==> config.mk <==
export PLATFORM = sky130hd
export DESIGN_NAME = gated_sixteen_bit_timer
export DESIGN_NICKNAME = d
export VERILOG_FILES = /design/src/design/timer_pkg.sv /design/src/design/pin_edge_sync.sv /design/src/design/tick_prescaler.sv /design/src/design/gated_sixteen_bit_timer.sv
export SDC_FILE = /design/constraint.sdc
export NUM_CORES = 1
export LEC_CHECK = 0
export ABC_AREA = 1
export BUFFER_PORTS_ARGS = -buffer_cell sky130_fd_sc_hd__buf_4
export CAP_MARGIN = 20
export CORE_MARGIN = 1
export CORE_UTILIZATION = 45
export DETAILED_ROUTE_END_ITERATION = 12
export PLACE_DENSITY = 0.75
export RECOVER_POWER = 25
export SYNTH_ARGS = -nofsm -noshare
export SYNTH_HDL_FRONTEND = slang
export SYNTH_HIERARCHICAL = 1
export SYNTH_SLANG_ARGS = --single-unit
==> constraint.sdc <==
create_clock -name ref_clk -period 1.71 [get_ports ref_clk]
set_input_delay 0.0855 -clock ref_clk [delete_from_list [all_inputs] [get_ports ref_clk]]
set_output_delay 0.0855 -clock ref_clk [all_outputs]
set_load 0.02 [all_outputs]
==> src/design/timer_pkg.sv <==
// What this block does
// - 16-bit up count, read and written as low and high bytes
// - run bit off stops counting; gate enable qualifies counting by the gate
// - source field and oscillator bit choose the count clock; 11 reserved
// - system clock source advances once per system clock
// - external source counts rising edges, synchronised or not
// - counter mode needs a falling edge before the first rising edge
// - prescaler divides by 1, 2, 4 or 8; cleared on count writes
// - crystal oscillator runs when enabled, also during sleep
// - unsynchronised external counting continues in sleep; overflow wakes
// - switching sync modes may lose or add one increment
// - each byte read returns a valid byte of the live count
// - gated counting increments while the gate is active, else holds
// - gate is active when its level equals the polarity bit
// - gate source field: 00 gate pin, 01 eight-bit timer overflow
// - eight-bit timer wrap gives a low-to-high gate pulse
// - toggle mode routes the gate through a toggling flip-flop
// - overflow flag sets on FFFF to 0000; software clears it
package timer_pkg;
  // register byte addresses
  localparam logic [7:0] ADDR_CTRL   = 8'h00;
  localparam logic [7:0] ADDR_GATE   = 8'h04;
  localparam logic [7:0] ADDR_LOW    = 8'h08;
  localparam logic [7:0] ADDR_HIGH   = 8'h0C;
  localparam logic [7:0] ADDR_STATUS = 8'h10;
  // timer_control_reg fields
  localparam int CS_LSB      = 6;
  localparam int PS_LSB      = 4;
  localparam int OSCEN_BIT   = 3;
  localparam int SYNCDIS_BIT = 2;
  localparam int RUN_BIT     = 0;
  localparam logic [7:0] CTRL_MASK = 8'hFD;
  // gate_control_reg fields
  localparam int GE_BIT   = 7;
  localparam int GPOL_BIT = 6;
  localparam int GTM_BIT  = 5;
  localparam int GSS_LSB  = 0;
  localparam logic [7:0] GATE_MASK = 8'hE3;
  // status fields
  localparam int OVF_BIT = 0;
  // reset values
  localparam logic [7:0]  CTRL_RESET  = 8'h00;
  localparam logic [7:0]  GATE_RESET  = 8'h00;
  localparam logic [15:0] COUNT_RESET = 16'h0000;
  // clock source codes
  localparam logic [1:0] SRC_INSTR = 2'h0;
  localparam logic [1:0] SRC_SYS   = 2'h1;
  localparam logic [1:0] SRC_EXT   = 2'h2;
  // gate source codes
  localparam logic [1:0] GSRC_PIN  = 2'h0;
  localparam logic [1:0] GSRC_WRAP = 2'h1;
  // system clocks per instruction cycle, minus one
  localparam logic [1:0] INSTR_LAST = 2'h3;
  localparam logic [15:0] COUNT_MAX = 16'hFFFF;
endpackage : timer_pkg

==> src/design/pin_edge_sync.sv <==
`timescale 1ns/1ns
module pin_edge_sync (
  // clock and reset
  input  wire logic clk,
  input  wire logic rst_n,
  // pin
  input  wire logic din,
  // synchronised level and edges
  output logic      level,
  output logic      rise,
  output logic      fall
);
  logic stage1;
  logic stage2;
  logic last;

  always_ff @(posedge clk or negedge rst_n) begin
    if (!rst_n) begin
      stage1 <= 1'b0;
      stage2 <= 1'b0;
      last   <= 1'b0;
    end else begin
      stage1 <= din;
      stage2 <= stage1;
      last   <= stage2;
    end
  end

  assign level = stage2;
  assign rise  = stage2 & ~last;
  assign fall  = ~stage2 & last;
endmodule : pin_edge_sync

==> src/design/tick_prescaler.sv <==
`timescale 1ns/1ns
module tick_prescaler #(
  parameter int WIDTH = 3
) (
  // clock and reset
  input  wire logic       clk,
  input  wire logic       rst_n,
  // control
  input  wire logic       clear,
  input  wire logic [1:0] ratio,
  // ticks
  input  wire logic       tick_in,
  output logic            tick_out
);
  logic [WIDTH-1:0] count;
  logic [WIDTH-1:0] last;

  // ratio n divides by 2**n
  assign last     = WIDTH'((1 << ratio) - 1);
  assign tick_out = tick_in & (count == last);

  always_ff @(posedge clk or negedge rst_n) begin
    if (!rst_n) begin
      count <= '0;
    end else if (clear) begin
      count <= '0;
    end else if (tick_in) begin
      count <= (count == last) ? '0 : count + 1'b1;
    end
  end
endmodule : tick_prescaler

==> src/design/gated_sixteen_bit_timer.sv <==
`timescale 1ns/1ns
module gated_sixteen_bit_timer #(
  parameter int ADDR_WIDTH = 8,
  parameter int PRE_WIDTH  = 3
) (
  // clock and reset
  input  wire logic                  ref_clk,
  input  wire logic                  rst_n,
  // apb slave
  input  wire logic                  psel,
  input  wire logic                  penable,
  input  wire logic                  pwrite,
  input  wire logic [ADDR_WIDTH-1:0] paddr,
  input  wire logic [31:0]           pwdata,
  output logic      [31:0]           prdata,
  output logic                       pready,
  output logic                       pslverr,
  // pins
  input  wire logic                  ext_clock_pin,
  input  wire logic                  crystal_in_pin,
  output logic                       crystal_out_pin,
  input  wire logic                  gate_pin,
  // system
  input  wire logic                  sleep,
  input  wire logic                  eight_bit_timer_wrap,
  // status
  output logic                       overflow_flag,
  output logic                       overflow_wake
);

  ////////////////////////////////////////////////////////////////////////////
  // register state
  logic [7:0]  timer_control_reg;
  logic [7:0]  gate_control_reg;
  logic [15:0] count;

  logic [1:0] clock_source_field;
  logic [1:0] prescale_field;
  logic       crystal_osc_enable;
  logic       sync_disable_bit;
  logic       run_bit;
  logic       gate_enable_bit;
  logic       gate_polarity_bit;
  logic       gate_toggle_bit;
  logic [1:0] gate_source_field;

  assign clock_source_field = timer_control_reg[timer_pkg::CS_LSB +: 2];
  assign prescale_field     = timer_control_reg[timer_pkg::PS_LSB +: 2];
  assign crystal_osc_enable = timer_control_reg[timer_pkg::OSCEN_BIT];
  assign sync_disable_bit   = timer_control_reg[timer_pkg::SYNCDIS_BIT];
  assign run_bit            = timer_control_reg[timer_pkg::RUN_BIT];
  assign gate_enable_bit    = gate_control_reg[timer_pkg::GE_BIT];
  assign gate_polarity_bit  = gate_control_reg[timer_pkg::GPOL_BIT];
  assign gate_toggle_bit    = gate_control_reg[timer_pkg::GTM_BIT];
  assign gate_source_field  = gate_control_reg[timer_pkg::GSS_LSB +: 2];

  ////////////////////////////////////////////////////////////////////////////
  // bus decode
  logic       setup;
  logic       access;
  logic       wr;
  logic [7:0] addr;
  logic [7:0] wbyte;
  logic       wr_ctrl;
  logic       wr_gate;
  logic       wr_low;
  logic       wr_high;
  logic       wr_status;
  logic       count_write;

  // offsets that answer without a slave error
  function automatic logic mapped(input logic [7:0] a);
    mapped = (a == timer_pkg::ADDR_CTRL)  || (a == timer_pkg::ADDR_GATE) ||
             (a == timer_pkg::ADDR_LOW)   || (a == timer_pkg::ADDR_HIGH) ||
             (a == timer_pkg::ADDR_STATUS);
  endfunction : mapped

  // write strobe only in the answered access cycle
  assign setup       = psel & ~penable;
  assign access      = psel & penable & pready;
  assign wr          = access & pwrite;
  assign addr        = 8'(paddr);
  assign wbyte       = pwdata[7:0];
  assign wr_ctrl     = wr & (addr == timer_pkg::ADDR_CTRL);
  assign wr_gate     = wr & (addr == timer_pkg::ADDR_GATE);
  assign wr_low      = wr & (addr == timer_pkg::ADDR_LOW);
  assign wr_high     = wr & (addr == timer_pkg::ADDR_HIGH);
  assign wr_status   = wr & (addr == timer_pkg::ADDR_STATUS);
  assign count_write = wr_low | wr_high;

  // no wait state: answer in the first access cycle
  always_ff @(posedge ref_clk or negedge rst_n) begin
    if (!rst_n) begin
      pready  <= 1'b0;
      pslverr <= 1'b0;
    end else begin
      pready  <= setup;
      pslverr <= setup & ~mapped(addr);
    end
  end

  // byte reads of the live count are taken whole in one edge
  always_ff @(posedge ref_clk or negedge rst_n) begin
    if (!rst_n) begin
      prdata <= 32'h0000_0000;
    end else if (setup && !pwrite) begin
      unique case (addr)
        timer_pkg::ADDR_CTRL:   prdata <= {24'h000000, timer_control_reg};
        timer_pkg::ADDR_GATE:   prdata <= {24'h000000, gate_control_reg};
        timer_pkg::ADDR_LOW:    prdata <= {24'h000000, count[7:0]};
        timer_pkg::ADDR_HIGH:   prdata <= {24'h000000, count[15:8]};
        timer_pkg::ADDR_STATUS: prdata <= {31'h00000000, overflow_flag};
        default:                prdata <= 32'h0000_0000;
      endcase
    end
  end

  // reserved control bits read back zero
  always_ff @(posedge ref_clk or negedge rst_n) begin
    if (!rst_n) begin
      timer_control_reg <= timer_pkg::CTRL_RESET;
    end else if (wr_ctrl) begin
      timer_control_reg <= wbyte & timer_pkg::CTRL_MASK;
    end
  end

  // unused gate bits read back zero
  always_ff @(posedge ref_clk or negedge rst_n) begin
    if (!rst_n) begin
      gate_control_reg <= timer_pkg::GATE_RESET;
    end else if (wr_gate) begin
      gate_control_reg <= wbyte & timer_pkg::GATE_MASK;
    end
  end

  ////////////////////////////////////////////////////////////////////////////
  // pin synchronisers
  logic ext_rise;
  logic ext_fall;
  logic xtal_level;
  logic xtal_rise;
  logic xtal_fall;
  logic gate_level;

  pin_edge_sync ext_sync (
    .clk   (ref_clk),
    .rst_n (rst_n),
    .din   (ext_clock_pin),
    .level (),
    .rise  (ext_rise),
    .fall  (ext_fall)
  );

  pin_edge_sync xtal_sync (
    .clk   (ref_clk),
    .rst_n (rst_n),
    .din   (crystal_in_pin),
    .level (xtal_level),
    .rise  (xtal_rise),
    .fall  (xtal_fall)
  );

  pin_edge_sync gate_sync (
    .clk   (ref_clk),
    .rst_n (rst_n),
    .din   (gate_pin),
    .level (gate_level),
    .rise  (),
    .fall  ()
  );

  // inverting drive for the crystal, independent of sleep
  always_ff @(posedge ref_clk or negedge rst_n) begin
    if (!rst_n) begin
      crystal_out_pin <= 1'b0;
    end else begin
      crystal_out_pin <= crystal_osc_enable & ~xtal_level;
    end
  end

  ////////////////////////////////////////////////////////////////////////////
  // count clock selection
  logic [1:0] instr_phase;
  logic       instr_tick;
  logic       ext_sel;
  logic       src_rise;
  logic       src_fall;
  logic       armed;
  logic       src_tick;
  logic       osc_last;
  logic       rearm;

  // free-running instruction phase from reset
  always_ff @(posedge ref_clk or negedge rst_n) begin
    if (!rst_n) begin
      instr_phase <= 2'h0;
    end else begin
      instr_phase <= instr_phase + 2'h1;
    end
  end

  assign instr_tick = (instr_phase == timer_pkg::INSTR_LAST);
  assign ext_sel    = (clock_source_field == timer_pkg::SRC_EXT);
  assign src_rise   = crystal_osc_enable ? xtal_rise : ext_rise;
  assign src_fall   = crystal_osc_enable ? xtal_fall : ext_fall;
  assign rearm      = count_write | ~run_bit | ~ext_sel | (crystal_osc_enable ^ osc_last);

  // a swap between pin and crystal must not count a stale edge
  always_ff @(posedge ref_clk or negedge rst_n) begin
    if (!rst_n) begin
      osc_last <= 1'b0;
    end else begin
      osc_last <= crystal_osc_enable;
    end
  end

  // first rising edge counts only after a falling edge
  always_ff @(posedge ref_clk or negedge rst_n) begin
    if (!rst_n) begin
      armed <= 1'b0;
    end else if (rearm) begin
      armed <= 1'b0;
    end else if (src_fall) begin
      armed <= 1'b1;
    end
  end

  // sleep halts internal sources and the synchronised path
  always_comb begin
    unique case (clock_source_field)
      timer_pkg::SRC_INSTR: src_tick = instr_tick & ~sleep;
      timer_pkg::SRC_SYS:   src_tick = ~sleep;
      timer_pkg::SRC_EXT:   src_tick = src_rise & armed &
                                       (sync_disable_bit | ~sleep);
      default:              src_tick = 1'b0;
    endcase
  end

  ////////////////////////////////////////////////////////////////////////////
  // gate conditioning
  logic gate_raw;
  logic gate_cond;
  logic gate_cond_last;
  logic gate_toggle;
  logic gate_active;
  logic count_enable;

  always_comb begin
    unique case (gate_source_field)
      timer_pkg::GSRC_PIN:  gate_raw = gate_level;
      timer_pkg::GSRC_WRAP: gate_raw = eight_bit_timer_wrap;
      default:              gate_raw = 1'b0;
    endcase
  end

  // active when the gate level matches polarity
  assign gate_cond = ~(gate_raw ^ gate_polarity_bit);

  always_ff @(posedge ref_clk or negedge rst_n) begin
    if (!rst_n) begin
      gate_cond_last <= 1'b0;
    end else begin
      gate_cond_last <= gate_cond;
    end
  end

  // toggle flop flips on each rising active gate edge
  always_ff @(posedge ref_clk or negedge rst_n) begin
    if (!rst_n) begin
      gate_toggle <= 1'b0;
    end else if (!gate_toggle_bit) begin
      gate_toggle <= 1'b0;
    end else if (gate_cond && !gate_cond_last) begin
      gate_toggle <= ~gate_toggle;
    end
  end

  // counting needs the run bit and, with gate enable set, an active gate
  assign gate_active  = gate_toggle_bit ? gate_toggle : gate_cond;
  assign count_enable = run_bit & (~gate_enable_bit | gate_active);

  ////////////////////////////////////////////////////////////////////////////
  // prescaler and counter
  logic pre_tick;
  logic inc;
  logic wrap;

  // gate qualifies ticks ahead of the divider, freezing it too
  tick_prescaler #(
    .WIDTH (PRE_WIDTH)
  ) prescaler (
    .clk      (ref_clk),
    .rst_n    (rst_n),
    .clear    (count_write),
    .ratio    (prescale_field),
    .tick_in  (src_tick & count_enable),
    .tick_out (pre_tick)
  );

  // a sync-mode switch can drop or add one edge in the detector
  assign inc  = pre_tick;
  assign wrap = inc & (count == timer_pkg::COUNT_MAX);

  // a byte write wins over a coinciding increment
  always_ff @(posedge ref_clk or negedge rst_n) begin
    if (!rst_n) begin
      count <= timer_pkg::COUNT_RESET;
    end else if (wr_low) begin
      count[7:0] <= wbyte;
    end else if (wr_high) begin
      count[15:8] <= wbyte;
    end else if (inc) begin
      count <= count + 16'h0001;
    end
  end

  ////////////////////////////////////////////////////////////////////////////
  // overflow status
  logic clear_ovf;

  // software clears by writing one to the flag bit
  assign clear_ovf = wr_status & wbyte[timer_pkg::OVF_BIT];

  // set wins over a clear in the same cycle
  always_ff @(posedge ref_clk or negedge rst_n) begin
    if (!rst_n) begin
      overflow_flag <= 1'b0;
    end else if (wrap) begin
      overflow_flag <= 1'b1;
    end else if (clear_ovf) begin
      overflow_flag <= 1'b0;
    end
  end

  // wake only while asleep; only async external counting runs then
  always_ff @(posedge ref_clk or negedge rst_n) begin
    if (!rst_n) begin
      overflow_wake <= 1'b0;
    end else begin
      overflow_wake <= wrap & sleep;
    end
  end

endmodule : gated_sixteen_bit_timer

==> metrics.txt, run 1 <==
Switching Fraction 0.240; Clk pwr share 0.453; pwr dens 694 nW/um2; Layout area overhead 25.0%; required time of the worst setup path roughly 2.0 ns; met2 routed WL approximately 4.3 mm; die width ~91 um; met3 wire length between 700 and 800 um; # nets final around 600; max_slew headroom 0.139; Max H-tree Level 3; Clock transition at path regs 0.07 ns; Total Wirelength about 8.8 mm; critical path type reg2reg; clock period minus final worst setup slack ~1.8 ns; Antenna diodes 0; hold depth 3; gr ovfl total 0; Final period util 1.03; DRC viols 0; Yosys warning count 6; Top Layer Used met4; cell mode on critical path inv_2; die height just over 90 um; CP endpoint kind flop; final setup violating endpoints 16; CP Max Fanout 7; Num CTS Buffers 9; PortBufs 38; Rows 32; Slew Viols, Final 0; largest net degree at the start of global routing 59; Final ANT Viol Nets 0; worst stage delay on the critical path approximately 0.40 ns; die area roughly 8300 um2; Worst EP arrival between 2 and 2.5 ns; Buf+Inv Stages, Crit Path 4; clock skew approximately 0.0055 ns; reg2reg start gate_control_reg[0]; final hold violation count 0; Net Sw Power around 740 uW; failing checks setup timing; via count 3318; first-pass GRT wire length 14.5 mm; Fmax achieved approximately 570 MHz; worst setup margin -0.0521 ns; maximum clock insertion buffer count 2; number of global-route vias before repair 3106; Initial Util 0.463; design area 4450 um2; RSZ-0062 raised after global routing yes; clk_lat worst skew ~0.34 ns; setup slack, reg-to-reg -0.05 ns; Via density ~5; root buffer cell clkbuf_8; max reg flops 16; DRT iter0 DRCs around 180; initial antenna violation count 0; dpl cell area between 4000 and 5000 um2; syn_area_per_cell ~7.5 um2; crit path max-delay cell type dfrtp_1; Tot GR Track Use 0.226; FILL cells roughly 710; I/O pin count 87; register share of total power 0.458; Multi-input gate area between 1500 and 2000 um2; Max-cap violations 0; DP Worst Slack -0.126 ns; crit-path leading delay family simple AND/OR/NAND/NOR gates; Reg2Reg Capture Point count[11]; gpl congestion about 0.96; cell area after synthesis around 3600 um2; FF/Latch Area between 1000 and 1500 um2; worst hold path class in2reg; Leak Pwr roughly 0.0023 uW; Logic pwr share 0.090; worst-path cell chain inv_2, nand2_2, nand3_2, xor2_2, nand2_1, a21oi_2, inv_2, nor2_4, inv_2, nand2_4, nand2_8, inv_6, nand3_2, nand2_1; Worst setup SP type flop; Max rail drop VDD approximately 0.45 mV; Hold WS 0.0176 ns; Mapped Cells around 480; Num Clock Sinks 58; wl on met1 around 3.6 mm; TritonCTS clock tree yes; share of layout cells above drive strength 1 0.257; Pint roughly 2300 uW; first-pass detailed-route iteration total 5; routed length per instance between 10 and 15 um; Final HPWL DP ~6.3 mm; R2R depth 14; Worst-Margin Slew between 1 and 1.5 ns; core area a little under 8000 um2; status finished with violations; worst hold start pwdata[1]; Hold EP gate_control_reg[1]
==> cells in the final DEF, fill, tap and decap left out, drive strengths merged <==
master / instances
a21oi: 10
clkbuf: 19
xor2: 4
nand3: 51
o31ai: 1
nand3b: 1
and2: 1
inv: 54
nand4: 5
nor3: 2
nor2: 52
dlygate4sd3: 8
clkinv: 3
o21ai: 29
bufinv: 2
dfrtp: 58
conb: 24
nand2: 167
or2: 2
ha: 3
o211ai: 4
xnor2: 3
clkinvlp: 1
buf: 57
==> metrics by stage <==
step / cells / util / total power [uW] / TNS (ns)
3_3_place_gp: 635 / 0.524 / 1690 / 0
3_5_place_dp: 635 / 0.524 / 1700 / -1.29
2_1_floorplan: 500 / - / 1610 / 0
6_report: 663 / 0.578 / 3090 / -0.508
5_1_grt: 663 / 0.578 / 3210 / -3.00
4_1_cts: 662 / 0.571 / 3120 / -0.203
==> tightest hold or removal path: cells and delay by family <==
kind / cells / cell delay [ns]
buffers and inverters: 1 / 0.11
AO/OA/AOI/OAI: 1 / 0.07
AND/OR/NAND/NOR: 1 / 0.05
==> layout make-up <==
cell class | instances | share of cell area
Inverter | 55 | 0.0476
Tap cell | 102 | 0.0287
Timing Repair Buffer | 73 | 0.127
Clock buffer | 11 | 0.0318
Sequential cell | 58 | 0.327
Multi-Input combinational cell | 359 | 0.421
Clock inverter | 5 | 0.0174
==> what timing repair did <==
action,in CTS,in global routing
setup buffers,3,0
gates resized for setup,13,19
pin swaps,7,9
hold buffers,8,0
hold endpoints to repair,64,0
endpoints found under the setup margin,17,21
cloned,0,1
==> per-layer routing <==
metal | vias up | track usage
met1 | 1553 | 0.283
met5 | - | 0
met4 | 0 | 0.0767
li1 | 1623 | -
met2 | 128 | 0.374
met3 | 14 | 0.0657
==> power groups by stage <==
stage          registers (uW)  clock network (uW)  logic [uW]
6_report                 1410                1400         277
5_1_grt                  1410                1490         302
4_1_cts                  1410                1430         279
3_5_place_dp             1440                   0         262
3_3_place_gp             1440                   0         256
2_1_floorplan            1440                   0         170
==> worst max path at each step <==
stage	start	end	slack, ns	cells past startpoint
final	gate_control_reg[0]	count[11]	-0.05	14
after global placement	ext_sync/last	count[6]	0.002	14
after CTS	gate_control_reg[0]	count[1]	-0.03	13
after global routing	gate_control_reg[0]	count[10]	-0.21	14
after floorplan	gate_control_reg[0]	count[14]	0.02	14
after detailed placement	gate_control_reg[0]	count[11]	-0.13	14
Note: power is estimated with default switching activity, not from simulation.
==> run 2, diff against run 1 <==
--- a/config.mk
+++ b/config.mk
@@ -8,10 +8,11 @@
 export ABC_AREA = 1
 export BUFFER_PORTS_ARGS = -buffer_cell sky130_fd_sc_hd__buf_4
 export CAP_MARGIN = 20
+export CORE_ASPECT_RATIO = 0.75
 export CORE_MARGIN = 1
-export CORE_UTILIZATION = 45
+export CORE_UTILIZATION = 49
 export DETAILED_ROUTE_END_ITERATION = 12
-export PLACE_DENSITY = 0.75
+export PLACE_DENSITY = 0.8
 export RECOVER_POWER = 25
 export SYNTH_ARGS = -nofsm -noshare
 export SYNTH_HDL_FRONTEND = slang
==> run 2 against run 1 <==
The run still ends with setup timing left. Non-clock buffer count fell by 4. Flip-flop and latch count did not move. Worst setup slack got worse by 0.00077 ns. Total power fell by 4.6%. Hold slack improved by 0.012 ns. Via count fell by 1.2%. Combinational power fell by 2%. Clock-buffer cell count did not move. Cell area fell by 1.9%. Critical endpoint unchanged. Largest power group unchanged.
==> metrics.txt, run 2 (synthesis gave the netlist of run 1 again) <==
worst stage delay on the critical path 0.39 ns; worst-path cell chain inv_1, nand2_1, nand3_2, xor2_2, nand2_1, a21oi_2, inv_2, nor2_4, inv_2, nand2_4, nand2_8, inv_8, nand3_2, nand2_1; setup TNS -0.577 ns; Num CTS Buffers 9; via count ~3300; clk_lat worst skew approximately 0.34 ns; Final HPWL DP 6.53 mm; routed length per instance around 14 um; critical path endpoint count[11]; design area 4360 um2; gpl congestion between 0.8 and 0.9; final setup violating endpoints 16; DRC viols 0; Max-cap violations 0; root buffer cell clkbuf_8; Total Wirelength 8.97 mm; first-pass detailed-route iteration total 5; worst hold path class in2reg; failing checks setup timing; Worst setup SP type flop; RSZ-0062 raised after global routing yes; Leak Pwr 0.00225 uW; setup slack, reg-to-reg -0.05 ns; maximum clock insertion buffer count 2; Hold WS 0.0291 ns; Multi-input gate area ~1900 um2; largest net degree at the start of global routing about 60; most frequent cells in the layout nand2_1, dfrtp_1, buf_4; Final ANT Viol Nets 0; dpl cell area between 3000 and 4000 um2; Clock transition at path regs roughly 0.07 ns; number of global-route vias before repair approximately 2900; die height approximately 76 um; cell mode on critical path nand2_1; worst setup margin -0.0529 ns; Antenna diodes 0; clock period minus final worst setup slack ~1.8 ns; first-pass GRT wire length approximately 14 mm; Num Clock Sinks 58; R2R depth 14; I/O pin count between 80 and 90; start point of the critical path gate_control_reg[0]; initial antenna violation count 0; FILL cells 620; Via density roughly 5.0; Worst-Margin Slew between 1 and 1.5 ns; Max H-tree Level 3; reg2reg start gate_control_reg[0]; Initial Util 0.513; FF/Latch Area 1450 um2; most common cell after layout, fill and taps aside nand2_1; Final period util 1.03; die width around 100 um; Slew Viols, Final 0; Layout area overhead 22.7%; Reg2Reg Capture Point count[11]; placed cells 626; die area 7610 um2; CP endpoint kind flop; gr ovfl total 0; max_slew headroom 0.150; PortBufs 38; crit-path leading delay family simple AND/OR/NAND/NOR gates; Buf+Inv Stages, Crit Path 4; TritonCTS clock tree yes; core area 6930 um2; Pwr Total between 2000 and 3000 uW; crit path max-delay cell type dfrtp_1; pwr dens between 600 and 700 nW/um2; DRT iter0 DRCs around 180; max reg flops 16; share of layout cells above drive strength 1 0.241; final hold violation count 0; CP Depth 14; # nets final about 600; Worst EP arrival between 2 and 2.5 ns; status finished with violations; Max rail drop VDD 0.332 mV; filler-free cell count of the finished design between 600 and 700; critical path type reg2reg; Fmax achieved 567 MHz; clock skew between 0.004 and 0.005 ns; Rows 26; CP Max Fanout 7; required time of the worst setup path approximately 2.0 ns; Tot GR Track Use 0.246
[run 2: tightest hold or removal path: stages]
cell	delay [ns]
buf_4	0.12
nand2_1	0.06
o21ai_0	0.06
[run 2: final cells by class]
class                      count  area share
multi-input combinational    359       0.425
tap                           98      0.0281
inverter                      55      0.0490
clock buffer                  11      0.0324
clock inverter                 5      0.0123
timing repair buffer          69       0.121
sequential                    58       0.333
[run 2: metal layers]
metal  GRT usage  up-vias  share of wire
li1            -     1610              -
met1       0.325     1527           0.46
met2       0.400      127           0.45
met3      0.0697       13          0.071
met4      0.0725        0          0.017
met5           0        -              0
[run 2: how the worst min path moves through the flow]
stage | start | to | slack [ns] | depth (start not counted)
floorplan | rst_n | armed | -0.21 | 0
global placement | crystal_in_pin | xtal_sync/stage1 | 0.19 | 1
CTS | pwdata[7] | gate_control_reg[7] | 0.009 | 3
detailed placement | rst_n | gate_sync/stage1 | 0.20 | 1
global route | pwdata[7] | gate_control_reg[7] | 0.03 | 3
finish | pwdata[7] | gate_control_reg[7] | 0.03 | 3
[run 2: power by group]
group | total (uW) | switching, uW | internal (uW)
Sequential | 1410 | 16.6 | 1400
Combinational | 272 | 180 | 91.9
Clock | 1260 | 551 | 707
Total | 2940 | 748 | 2200
[run 2: stage by stage]
stage	util	setup slack (ns)
floorplan	-	0.0182
global placement	0.575	-0.0529
detailed placement	0.575	-0.138
CTS	0.620	0.00153
global route	0.630	-0.178
finish	0.630	-0.0529
[run 2: timing repair]
action,4_1_cts,5_1_grt
resized for setup,7,18
setup endpoints to repair,16,19
gates cloned,0,1
hold endpoints to repair,64,0
pin swaps,5,14
hold buffers,8,0
setup buffers,2,2
